## src/core/audio_monitor_pkg.sv

```systemverilog
// Purpose: constants for the digital audio monitor and clock select block
// Assumes: pclk at 40 MHz; apb with 32-bit data, word aligned registers
// Notes: register offsets are byte addresses
//
// Behaviour
// - take audio from one of three inputs
// - channel status and copy bits ignored
// - all outputs carry the same signal
// - error flag while active input invalid
// - report unrecognized rate and unlocked input
// - refresh frequency and format every half second
// - flag two-channel format on valid serial audio
// - record monitor mode passes input while recording
// - playback exclusive mode never routes input
// - idle monitor mode routes input when not playing
// - input selection change applies at once
// - host configuration writes apply immediately
// - follow mode switches to recovered clock on match
// - follow also locks at double or half rate
// - internal mode uses crystal, ignores inputs
// - track input rates from 25 to 102 kHz
// - follow incoming rate changes without delay
// - word clock mode accepts 25 to 102 kHz
// - record and playback paths run independently
package audio_monitor_pkg;
   localparam logic [11:0] ctrl_addr   = 12'h000;
   localparam logic [11:0] status_addr = 12'h004;
   localparam logic [11:0] rate_addr   = 12'h008;
   localparam logic [11:0] play_addr   = 12'h00C;

   localparam int input_sel_lsb   = 0;
   localparam int monitor_lsb     = 2;
   localparam int clock_mode_lsb  = 4;
   localparam int record_bit      = 6;
   localparam int playback_bit    = 7;
   localparam logic [31:0] ctrl_reset = 32'h0000_0000;

   localparam int error_bit       = 0;
   localparam int unrecog_bit     = 1;
   localparam int unlocked_bit    = 2;
   localparam int two_ch_bit      = 3;
   localparam int recovered_bit   = 4;
   localparam int internal_bit    = 5;

   localparam int clk_hz          = 40_000_000;
   localparam int refresh_ms      = 500;
   localparam int refresh_cycles  = clk_hz / 1000 * refresh_ms;
   localparam int min_rate_hz     = 25_000;
   localparam int max_rate_hz     = 102_000;
   // word period in pclk cycles; longest bound from lowest rate
   localparam int max_period      = clk_hz / min_rate_hz;
   localparam int min_period      = (clk_hz + max_rate_hz - 1) / max_rate_hz;
   localparam int rate_tol        = 4;
   localparam int loss_cycles     = 2 * max_period;

   typedef enum logic [2:0] {
      mon_record  = 3'b001,
      mon_play_ex = 3'b010,
      mon_idle    = 3'b100
   } monitor_mode_t;

   typedef enum logic [2:0] {
      clk_internal = 3'b001,
      clk_follow   = 3'b010,
      clk_wordclk  = 3'b100
   } clock_mode_t;
endpackage : audio_monitor_pkg

```

## src/core/audio_monitor.sv

```systemverilog
// Purpose: input select, lock and rate detection, monitor routing, clock select
// Assumes: frame syncs and data from pins are asynchronous to pclk
// Notes: one 2-bit code per select field in ctrl, single bits for record and playback; codes 3 of selects map to defaults
`timescale 1ns/1ps
module audio_monitor (
   input  wire logic        pclk,
   input  wire logic        presetn,
   input  wire logic        psel,
   input  wire logic        penable,
   input  wire logic        pwrite,
   input  wire logic [11:0] paddr,
   input  wire logic [31:0] pwdata,
   output logic      [31:0] prdata,
   output logic             pready,
   output logic             pslverr,
   input  wire logic [2:0]  in_frame,
   input  wire logic [2:0]  in_data,
   input  wire logic [2:0]  in_valid,
   input  wire logic        word_clock,
   input  wire logic        play_data,
   output logic             out_data,
   output logic             error_led,
   output logic             use_recovered,
   output logic             use_wordclk
);
   logic [31:0] ctrl;
   logic [31:0] play_rate;
   logic [2:0]  fs1, fs2, fs3, ds1, ds2, vs1, vs2;
   logic        wc1, wc2, wc3;
   logic [15:0] per_cnt, period;
   logic [15:0] wper_cnt, wperiod;
   logic [25:0] refresh_cnt;
   logic [15:0] shown_period;
   logic        shown_two_ch, shown_unrec, shown_unlock;
   logic        locked;

   wire [1:0] sel      = ctrl[audio_monitor_pkg::input_sel_lsb +: 2];
   wire [1:0] mon_code = ctrl[audio_monitor_pkg::monitor_lsb +: 2];
   wire [1:0] clk_code = ctrl[audio_monitor_pkg::clock_mode_lsb +: 2];
   wire       recording = ctrl[audio_monitor_pkg::record_bit];
   wire       playing   = ctrl[audio_monitor_pkg::playback_bit];

   // one active input; only edge timing and validity matter, status bits unseen
   wire [1:0] idx       = (sel > 2'd2) ? 2'd0 : sel;
   wire       fr_now    = fs2[idx];
   wire       fr_prev   = fs3[idx];
   wire       fr_edge   = fr_now & ~fr_prev;
   wire       act_data  = ds2[idx];
   wire       act_valid = vs2[idx];
   wire       wc_edge   = wc2 & ~wc3;

   wire in_range   = (period >= 16'(audio_monitor_pkg::min_period))
                   && (period <= 16'(audio_monitor_pkg::max_period));
   wire wc_range   = (wperiod >= 16'(audio_monitor_pkg::min_period))
                   && (wperiod <= 16'(audio_monitor_pkg::max_period));
   wire lost       = per_cnt >= 16'(audio_monitor_pkg::loss_cycles);
   wire input_good = act_valid && !lost && in_range;
   wire [15:0] pp  = play_rate[15:0];
   function automatic logic near(input logic [15:0] a, input logic [15:0] b);
      logic [15:0] d;
      d = (a > b) ? a - b : b - a;
      return d <= 16'(audio_monitor_pkg::rate_tol);
   endfunction : near
   // match at equal, double or half rate; the pll covers only these ratios
   wire match_equal  = near(period, pp);
   wire match_double = near(period, {pp[14:0], 1'b0});
   wire match_half   = near(period, {1'b0, pp[15:1]});
   wire rate_match   = match_equal || match_double || match_half;

   // routing decision, outputs paralleled from one source
   wire pass_input = (mon_code == 2'd0) ? recording :
                     (mon_code == 2'd1) ? 1'b0 :
                     (mon_code == 2'd2) ? !playing :
                     recording;
   wire next_out   = pass_input ? act_data : play_data;

   // follow mode: take recovered clock only with a matching locked input
   wire follow        = (clk_code == 2'd1);
   wire next_recov    = follow && input_good && (locked ? 1'b1 : rate_match);
   wire next_wordclk  = (clk_code == 2'd2) && wc_range;

   wire rd_en = psel && !penable && !pwrite;
   wire wr_en = psel && penable && pwrite;
   wire hit_ctrl = paddr == audio_monitor_pkg::ctrl_addr;
   wire hit_stat = paddr == audio_monitor_pkg::status_addr;
   wire hit_rate = paddr == audio_monitor_pkg::rate_addr;
   wire hit_play = paddr == audio_monitor_pkg::play_addr;
   wire mapped   = hit_ctrl || hit_stat || hit_rate || hit_play;
   wire [31:0] status_word = {26'h000_0000, !use_recovered && !use_wordclk, use_recovered,
                              shown_two_ch, shown_unlock, shown_unrec, !input_good};
   wire [31:0] rd_word = hit_ctrl ? ctrl :
                         hit_stat ? status_word :
                         hit_rate ? {16'h0000, shown_period} :
                         hit_play ? play_rate : 32'h0000_0000;

   always_ff @(posedge pclk or negedge presetn) begin
      if (!presetn) begin
         fs1 <= 3'h0; fs2 <= 3'h0; fs3 <= 3'h0;
         ds1 <= 3'h0; ds2 <= 3'h0; vs1 <= 3'h0; vs2 <= 3'h0;
         wc1 <= 1'b0; wc2 <= 1'b0; wc3 <= 1'b0;
      end else begin
         fs1 <= in_frame; fs2 <= fs1; fs3 <= fs2;
         ds1 <= in_data;  ds2 <= ds1;
         vs1 <= in_valid; vs2 <= vs1;
         wc1 <= word_clock; wc2 <= wc1; wc3 <= wc2;
      end
   end

   // period meter follows the selected input; a switch costs one odd period
   always_ff @(posedge pclk or negedge presetn) begin
      if (!presetn) begin
         per_cnt <= 16'h0000;
         period  <= 16'h0000;
      end else if (fr_edge) begin
         per_cnt <= 16'h0001;
         period  <= per_cnt;
      end else if (!lost) begin
         per_cnt <= per_cnt + 16'h0001;
      end
   end

   always_ff @(posedge pclk or negedge presetn) begin
      if (!presetn) begin
         wper_cnt <= 16'h0000;
         wperiod  <= 16'h0000;
      end else if (wc_edge) begin
         wper_cnt <= 16'h0001;
         wperiod  <= wper_cnt;
      end else if (wper_cnt < 16'(audio_monitor_pkg::loss_cycles)) begin
         wper_cnt <= wper_cnt + 16'h0001;
      end else begin
         wperiod  <= 16'h0000;
      end
   end

   // shown figures only move at the half-second tick
   wire refresh_tick = refresh_cnt == 26'(audio_monitor_pkg::refresh_cycles - 1);
   always_ff @(posedge pclk or negedge presetn) begin
      if (!presetn) begin
         refresh_cnt  <= 26'h000_0000;
         shown_period <= 16'h0000;
         shown_two_ch <= 1'b0;
         shown_unrec  <= 1'b1;
         shown_unlock <= 1'b1;
      end else if (refresh_tick) begin
         refresh_cnt  <= 26'h000_0000;
         shown_period <= period;
         shown_unrec  <= !in_range;
         shown_unlock <= !act_valid || lost;
         shown_two_ch <= input_good;
      end else begin
         refresh_cnt  <= refresh_cnt + 26'h000_0001;
      end
   end

   always_ff @(posedge pclk or negedge presetn) begin
      if (!presetn) begin
         out_data      <= 1'b0;
         error_led     <= 1'b1;
         use_recovered <= 1'b0;
         use_wordclk   <= 1'b0;
         locked        <= 1'b0;
      end else begin
         out_data      <= next_out;
         error_led     <= !input_good;
         use_recovered <= next_recov;
         use_wordclk   <= next_wordclk;
         locked        <= next_recov;
      end
   end

   // writes land at the access edge and act on the next cycle
   always_ff @(posedge pclk or negedge presetn) begin
      if (!presetn) begin
         ctrl      <= audio_monitor_pkg::ctrl_reset;
         play_rate <= 32'h0000_0000;
      end else if (wr_en && hit_ctrl) begin
         ctrl      <= pwdata;
      end else if (wr_en && hit_play) begin
         play_rate <= pwdata;
      end
   end

   always_ff @(posedge pclk or negedge presetn) begin
      if (!presetn) begin
         prdata  <= 32'h0000_0000;
         pready  <= 1'b0;
         pslverr <= 1'b0;
      end else begin
         pready  <= psel && !penable;
         pslverr <= psel && !penable && !mapped;
         if (rd_en) begin
            prdata <= rd_word;
         end
      end
   end
endmodule : audio_monitor

```

## config.mk

```make
export PLATFORM = sky130hd
export DESIGN_NAME = audio_monitor
export DESIGN_NICKNAME = d
export VERILOG_FILES = /design/src/core/audio_monitor_pkg.sv /design/src/core/audio_monitor.sv
export SDC_FILE = /design/constraint.sdc
export NUM_CORES = 1
export LEC_CHECK = 0
export BUFFER_PORTS_ARGS = -buffer_cell sky130_fd_sc_hd__buf_2
export CAP_MARGIN = 20
export CORE_AREA = 2 2 180 182
export DETAILED_ROUTE_END_ITERATION = 12
export DIE_AREA = 0 0 182 184
export SYNTH_ARGS = -nofsm -noshare
export SYNTH_HDL_FRONTEND = slang
export SYNTH_SLANG_ARGS = --single-unit
```

## constraint.sdc

```tcl
create_clock -name pclk -period 3.1 [get_ports pclk]
set_input_delay 0.31 -clock pclk [delete_from_list [all_inputs] [get_ports pclk]]
set_output_delay 0.31 -clock pclk [all_outputs]
set_load 0.02 [all_outputs]
```

# == After elaboration in Yosys (flattened, before gate mapping) ==
# Cells that the tools add are included.
# classes
reduce_logical,35
n_bitwise,5
addsub,9
mux,28
order_cmp,14
eq_ne,10
# op_table
cell,count
two-way mux 16 bit,9
two-way mux 32 bit,4
subtractor 16 bit,4
less-or-equal comparator 16 x 3 -> 1 bit (second input constant),3
adder 16 x 1 -> 16 bit (second input constant),2
greater-or-equal comparator 16 x 9 -> 1 bit (second input constant),2
> comparator 16 bit,2
less-or-equal comparator 16 x 11 -> 1 bit (second input constant),2
adder 26 x 1 -> 26 bit (second input constant),1
equality test 26 x 25 -> 1 bit (second input constant),1
two-way mux 26 bit,1
equality test 12 x 4 -> 1 bit (second input constant),2
greater-or-equal comparator 16 x 12 -> 1 bit (second input constant),1
> comparator 16 x 15 -> 1 bit,1
< comparator 16 x 12 -> 1 bit (second input constant),1
subtractor 15 x 16 -> 16 bit,1
subtractor 16 x 15 -> 16 bit,1
logical AND 1 bit,15
equality test 12 x 3 -> 1 bit (second input constant),1
logical NOT 12 bit,1
logical NOT 1 bit,10
two-way mux 1 bit,9
binary-select mux 1 bit (select 2 bit),4
logical OR 1 bit,6
other kinds (11),17
# word_totals
inputBits,60
register_bits,235
output_inout_bits,38

# == Logic depth before layout (Yosys ltp) ==
# Gate-level depths: netlist of the first run.
# depth
word_depth,9
mapped_depth,13
mapped_depth_nobuf,13

# == Worst setup path after synthesis of the first run ==
# Ideal clock, no wire load.
# synth_path
path_kind,flip-flop to flip-flop
start,register play_rate[5]
end,register locked
required_ns,3.014
path_slack_ns,-0.017
arrival_time_ns,3.031
synth_period_minus_slack_ns,3.117
setup_time_ns,0.086
path_buffers,1
stages_incl_launch_ff,12
path_cell_list,dfrtp_1 > inv_1 > ha_1 > clkbuf_1 > nand4_1 > a2111oi_2 > o31ai_1 > a31oi_1 > a31oi_1 > a2111oi_0 > nand4_1 > o221ai_2
# synth_via
elab_chain_len,7
elab_cells_between_ends,19
# synth_rtl
element,line_no,text
from (decl),audio_monitor.sv:27,logic [31:0] play_rate;
from (signal assigned),audio_monitor.sv:180,play_rate <= pwdata;
subtractor 16 bit / > comparator 16 bit (equally long branches),audio_monitor.sv:61,d = (a > b) ? a - b : b - a;
two-way mux 16 bit,audio_monitor.sv:61,
less-or-equal comparator 16 x 3 -> 1 bit,audio_monitor.sv:62,return d <= 16'(audio_monitor_pkg::rate_tol);
logical OR 1 bit,audio_monitor.sv:68,wire rate_match = match_equal || match_double || match_half;
logical OR 1 bit *,audio_monitor.sv:68,
two-way mux 1 bit *,audio_monitor.sv:79,wire next_recov = follow && input_good && (locked ? 1'b1 : rate_match);
logical AND 1 bit *,audio_monitor.sv:79,
named net next_recov,audio_monitor.sv:79,
to (signal assigned),audio_monitor.sv:168,locked <= next_recov;
to (decl),audio_monitor.sv:35,logic locked;
# The timed path passes the listed nets; every way through them passes the cells marked *.
# A chain may end at the register's enable or synchronous reset.

# == Final worst setup path of the first run ==
# layout_path
start,register period[1]
end,register locked
# layout_via
elab_chain_len,7
elab_cells_between_ends,24
# layout_rtl
element,line_no,text
from (decl),audio_monitor.sv:30,"logic [15:0] per_cnt, period;"
from (signal assigned),audio_monitor.sv:116,period <= per_cnt;
subtractor 16 bit / > comparator 16 bit (equally long branches),audio_monitor.sv:61,
two-way mux 16 bit,audio_monitor.sv:61,
less-or-equal comparator 16 x 3 -> 1 bit,audio_monitor.sv:62,
logical OR 1 bit (2 in series),audio_monitor.sv:68,
two-way mux 1 bit,audio_monitor.sv:79,
logical AND 1 bit *,audio_monitor.sv:79,
named net next_recov,audio_monitor.sv:79,
# Marks and branches as above.

==> metrics.cfg, run 1 <==
[timing]
relSlewSlack = 0.443
period_share = 0.994
tightest_slew_ps = 832
worst_clock_skew_ps = 7.75
hold_viol = 0
setup_ws_ps = 17.6
fmax_mhz = 324
rsz0062_at_grt = yes
final_max_slew_viol_count = 0
fin_crit_ps = 3080
setup_viol_count_final = 0

[yosys]
yosys.area.top_type = dfrtp_1
ys_types = 80
synthCells = 1447
ys_seq_elements = 235
avgSynthCellArea_sq_um = 9.63
synth.top_cell.area_share = 0.416
synth.yosys.warnings = 0
syn-num-nets = 1602
async_reset_ff_frac = 1.00
synth_ff_type = dfrtp_1
synthTopCellsByArea = dfrtp_1, ha_1, mux2_2, nand2_1, a21oi_1
syn_area_sq_mm = 0.0139
synth-edff-count = 0
yosysSeqAreaShare = 0.422

[run_status]
status = complete, no violations

[final_layout]
final_util = 0.555
final_cell_mix = dfrtp_1, buf_4, nand2_1
fillCellCount = 2791
final_common_cell = dfrtp_1
drive_gt1_frac = 0.276
multi_input_area_sq_mm = 0.00796
register_area_sq_mm = 0.00589
fin_area_sq_mm = 0.0174
syn_to_final_growth_pct = 25.0
insertedDiodeCount = 0
num-nets-final = 1847

[die]
initial_core_util = 0.444
core-area_sq_mm = 0.0314
die_area_sq_mm = 0.0335
die_w_microns = 182
std_cell_rows = 65
ios = 98
die_h_microns = 184

[place]
finalWeightedCongestion = 0.983
pre_cts_slack_ps = -101
numPortBuffers = 97
dp_hpwl_mm = 31.0
placed_area_sq_mm = 0.0159

[global_routing]
grt-ovfl-total = 0
antenna_found_initial = 0
grt_pass1_wl_mm = 64.8
grt_max_degree = 103
grtUsageTotal = 0.243
first_global_vias = 11700

[clock_tree]
clk_pin_slew_ps = 70
cts_max_level = 1
root_buffer = clkbuf_16
cts.sinks = 235
worst_skew_pair.late_latency_ps = 540
cts_tree = yes
cts_buffer_depth = 3
numCtsBuffers = 25

[job]
maxCapViolCount = 0

[setup_path]
path_max_fanout = 5
cp.arrival_ps = 3550
cp.required_ps = 3560
startpoint_type = flip-flop
critPathKind = reg -> reg
end_kind = flip-flop

[route]
drtAntennaViolNets = 0
via_per_inst = 5.60
wirelength_mm = 40.8
wire_per_inst_microns = 19.3
drtIter0Drc = 754
firstDrtPassIters = 6
drc = 0
vias = 11800

[pwr]
ir_worst_vdd_mv = 0.437
powerDensity_mw_per_mm2 = 433
leakage_nw = 8.13

[min_path]
min_path_type = in -> reg

==> repair_timing <==
action | CTS | global route
buffers inserted | 2 | 9
hold buffers | 25 | 0
resized for setup | 13 | 75
pin swaps | 3 | 24
endpoints found under the setup margin | 1 | 1
endpoints found under the hold margin | 123 | 0
==> where the power goes <==
group          switching [mW]  internal [mW]
clock                    1.28           1.70
sequential              0.135           3.20
combinational           0.695          0.528
==> Yosys cell counts, drive strengths merged, types with 13 or more instances <==
cell      n
or3      19
mux2i    26
xor2     35
a211oi   13
xnor2    36
mux2     70
dfrtp   232
nand3    35
o31ai    19
nor3     21
nor2    111
nand4    25
and2     16
o21ai    91
a21oi   103
and3     18
nand2   142
nor2b    20
inv      56
clkbuf   63
ha       94
a221oi   20
==> cells by family after synthesis <==
group	Yosys count	share of synthesized area
mux	102	0.0852
compound gates	352	0.164
xor+xnor	71	0.0446
flops	235	0.422
fa+ha+maj	95	0.0858
simple gates	466	0.164
buf+inv	126	0.0345
==> path summary, 6_finish.rpt <==
path | depth (start not counted) | slack, ps | start | endpoint
max | 9 | 20 | period[1] | locked
min reg2reg | 0 | 350 | fs1[2] | fs2[2]
min | 2 | 20 | pwdata[16] | ctrl[16]
max in group asynchronous | 3 | 1870 | presetn | prdata[16]
max reg2reg | 9 | 20 | period[1] | locked
min in group asynchronous | 2 | 390 | presetn | refresh_cnt[0]
==> worst max-delay path, cell delays in order, from the launching register on <==
cell	delay [ps]
dfrtp_2	450
or3_4	380
o41ai_2	210
a311oi_1	130
or4_1	540
or2_4	300
or3b_4	440
nor4b_4	220
nand4_1	180
o221ai_2	160
==> registers in the layout (all words and copies together) (netlist names), 16 cells and up <==
register,flops
per_cnt,16
wperiod,16
ctrl,32
wper_cnt,16
refresh_cnt,26
shown_period,16
prdata,32
period,16
play_rate,32
==> final cells by class <==
cell class | count | area share
multi-input cells | 1086 | 0.457
flip-flops and latches | 235 | 0.338
well taps | 402 | 0.0289
inverters | 56 | 0.0123
clock inverters | 14 | 0.00876
clock buffers | 32 | 0.0380
repair buffers | 288 | 0.117
==> metrics by stage <==
step | std cells | total power [mW] | hold slack, ps | setup TNS (ps)
final | 2113 | 7.54 | 21.5 | 0
after global routing | 2113 | 7.87 | 4.07 | -54.0
after CTS | 2104 | 7.56 | 1.03 | 0
after detailed placement | 2031 | 4.52 | 335 | -101
after global placement | 2031 | 4.51 | 335 | -124
after floorplan | 1447 | 4.00 | 14.4 | 0
==> routing by layer <==
layer | share of wire | wire (microns) | track usage
met2 | 0.46 | 18900 | 0.393
met5 | 0 | 0 | 0
met4 | 0.032 | 1320 | 0.0790
met3 | 0.037 | 1510 | 0.0307
met1 | 0.47 | 19000 | 0.339
(Power assumes the default switching activity.)
==> run 2: changes to the inputs <==
CORE_AREA = 2 2 167 169   (was 2 2 180 182)
DIE_AREA = 0 0 169 171   (was 0 0 182 184)
PLACE_DENSITY = 0.72   (was default)
==> run 2 against run 1 <==
  * The run now ends with setup timing left
  * Critical path type unchanged
  * Total power up 3.3%
  * Global-route usage up 3.3 points
  * Cell count down 4.7%
  * Register-to-register slack worse by 60 ps
  * Sequential power about the same
  * First-iteration DRC count up 47%
  * Clock skew up 11 ps
  * Clock power up 9.1%
  * Via count up 2.8%
==> metrics.cfg, run 2 (same netlist as run 1, synthesis figures left out) <==
[final_layout]
insertedDiodeCount = 0  ; unchanged
num-nets-final = 1804  ; -2.3%
drive_gt1_frac = 0.241  ; -0.0353
final_common_cell = dfrtp_1
reg_top3 = ctrl (32), play_rate (32), prdata (32)
final_util = 0.618  ; +0.0631
fin_area_sq_mm = 0.0169  ; -3.1%
final_cell_mix = dfrtp_1, nand2_1, buf_4
fin_cells = 2013  ; -4.7%
syn_to_final_growth_pct = 21.2

[die]
std_cell_rows = 61  ; -6.2%
core-area_sq_mm = 0.0273  ; -13%
die_h_microns = 171  ; -7.1%
die_area_sq_mm = 0.0289  ; -14%
ios = 98  ; unchanged
initial_core_util = 0.510  ; +0.0661
die_w_microns = 169  ; -7.1%

[global_routing]
grt-ovfl-total = 0  ; unchanged
grt_max_degree = 94  ; -8.7%
grtUsageTotal = 0.276  ; +0.0329
first_global_vias = 11700  ; +0.017%
antenna_found_initial = 1  ; +1
grt.met2_usage = 0.453  ; +0.0595
grt-busiest-layer = met2
met3_usage = 0.0405  ; +0.00978
grt_pass1_wl_mm = 63.3  ; -2.3%
grt_use_met1 = 0.368  ; +0.0290

[route]
drtIter0Drc = 1111  ; +47%
drtAntennaViolNets = 0  ; unchanged
wirelength_mm = 40.7  ; -0.21%
firstDrtPassIters = 5  ; -1
drc = 0  ; unchanged
via_per_inst = 6.05  ; +8.0%
wire_per_inst_microns = 20.2  ; +4.7%
vias = 12200  ; +2.8%

[clock_tree]
root_buffer = clkbuf_16
worst_skew_pair.late_latency_ps = 550  ; about the same
clk_pin_slew_ps = 70  ; about the same
cts_buffer_depth = 3  ; unchanged
cts.sinks = 235  ; unchanged
cts_max_level = 1  ; unchanged
cts_tree = yes
numCtsBuffers = 25  ; unchanged

[timing]
final_max_slew_viol_count = 0  ; unchanged
setup_ws_ps = -37.5  ; -55.1 ps
period_share = 1.01  ; +0.0178
tns_ps = -37.5  ; -37.5 ps
fin_hold_ws_ps = 14.9  ; -6.61 ps
hold_viol = 0  ; unchanged
tightest_slew_ps = 700  ; -132 ps
rsz0062_at_grt = yes
fmax_mhz = 319  ; -1.8%
relSlewSlack = 0.533  ; +0.0899
setup_viol_count_final = 1  ; +1
fin_crit_ps = 3140  ; +55.1 ps
worst_clock_skew_ps = 18.7  ; +10.9 ps

[place]
dp_hpwl_mm = 30.0  ; -3.4%
numPortBuffers = 97  ; unchanged
pre_cts_slack_ps = -53.3  ; +47.8 ps
finalWeightedCongestion = 1.04  ; +5.5%
placed_area_sq_mm = 0.0156  ; -1.8%
dp.cells = 1947  ; -4.1%

[setup_path]
path_max_fanout = 5  ; unchanged
regToRegSetupSlack_ps = -40  ; -60 ps
critPathKind = reg -> reg
r2r_start = period[2]
startpoint_type = flip-flop
end_kind = flip-flop
cp.required_ps = 3560  ; about the same
cp.arrival_ps = 3600  ; +50 ps
crit_start = period[2]

[min_path]
holdCritStartpoint = pwdata[14]
min_path_type = in -> reg

[run_status]
violations = setup timing
status = finished with violations

[pwr]
ir_worst_vdd_mv = 0.505  ; +15%
power_mw = 7.79  ; +3.3%
leakage_nw = 7.97  ; -2.0%
powerDensity_mw_per_mm2 = 461  ; +6.6%

[job]
maxCapViolCount = 0  ; unchanged

run 2: cell types whose count changed in the layout (fill, tap and decap cells not counted), moves of 4 or more:
cell	change
buf_4	-36
ha_1	+11
dlygate4sd3_1	-7
ha_4	-7
a21oi_1	+5
a21oi_2	-5
clkbuf_1	-4
clkbuf_8	+4
dfrtp_1	+4
dfrtp_2	-4
ha_2	-4
inv_1	+4
run 2: worst max-delay path, stage by stage (launching register included):
cell       delay, ps
dfrtp_2          450
or3_4            380
o41ai_2          200
a311oi_1         130
or4_1            520
or2_4            280
or3b_4           420
buf_12           150
a2111oi_4        200
nand4_1          210
o221ai_2         100
run 2: power by group:
part           internal (mW)  switching [mW]
sequential              3.20           0.137
combinational          0.498           0.704
clock                   1.95            1.30
total                   5.65            2.14
run 2: layout make-up:
type | count | area (sq um)
multi-input cells | 1086 | 7760
clock buffers | 32 | 702
flip-flops and latches | 235 | 5890
clock inverters | 13 | 195
inverters | 56 | 210
fillers | 2258 | 10400
well taps | 346 | 433
repair buffers | 245 | 1700
run 2: worst paths after layout:
path	to	cells after the start
min in group asynchronous	prdata[17]	2
max	locked	10
max in group asynchronous	period[9]	3
min reg2reg	vs2[2]	0
min	play_rate[14]	3
max reg2reg	locked	10
run 2: metal layers:
layer / vias up / wire length [microns]
met5: - / 0
met4: 0 / 1890
met3: 119 / 2430
met2: 466 / 19000
met1: 5973 / 17400
li1: 5622 / -
run 2: timing repair:
action	CTS	global route
setup endpoints to repair	1	1
buffers inserted	1	2
gates cloned	0	0
resized for setup	5	41
pin swaps	2	12
endpoints found under the hold margin	105	1
hold buffers	17	1
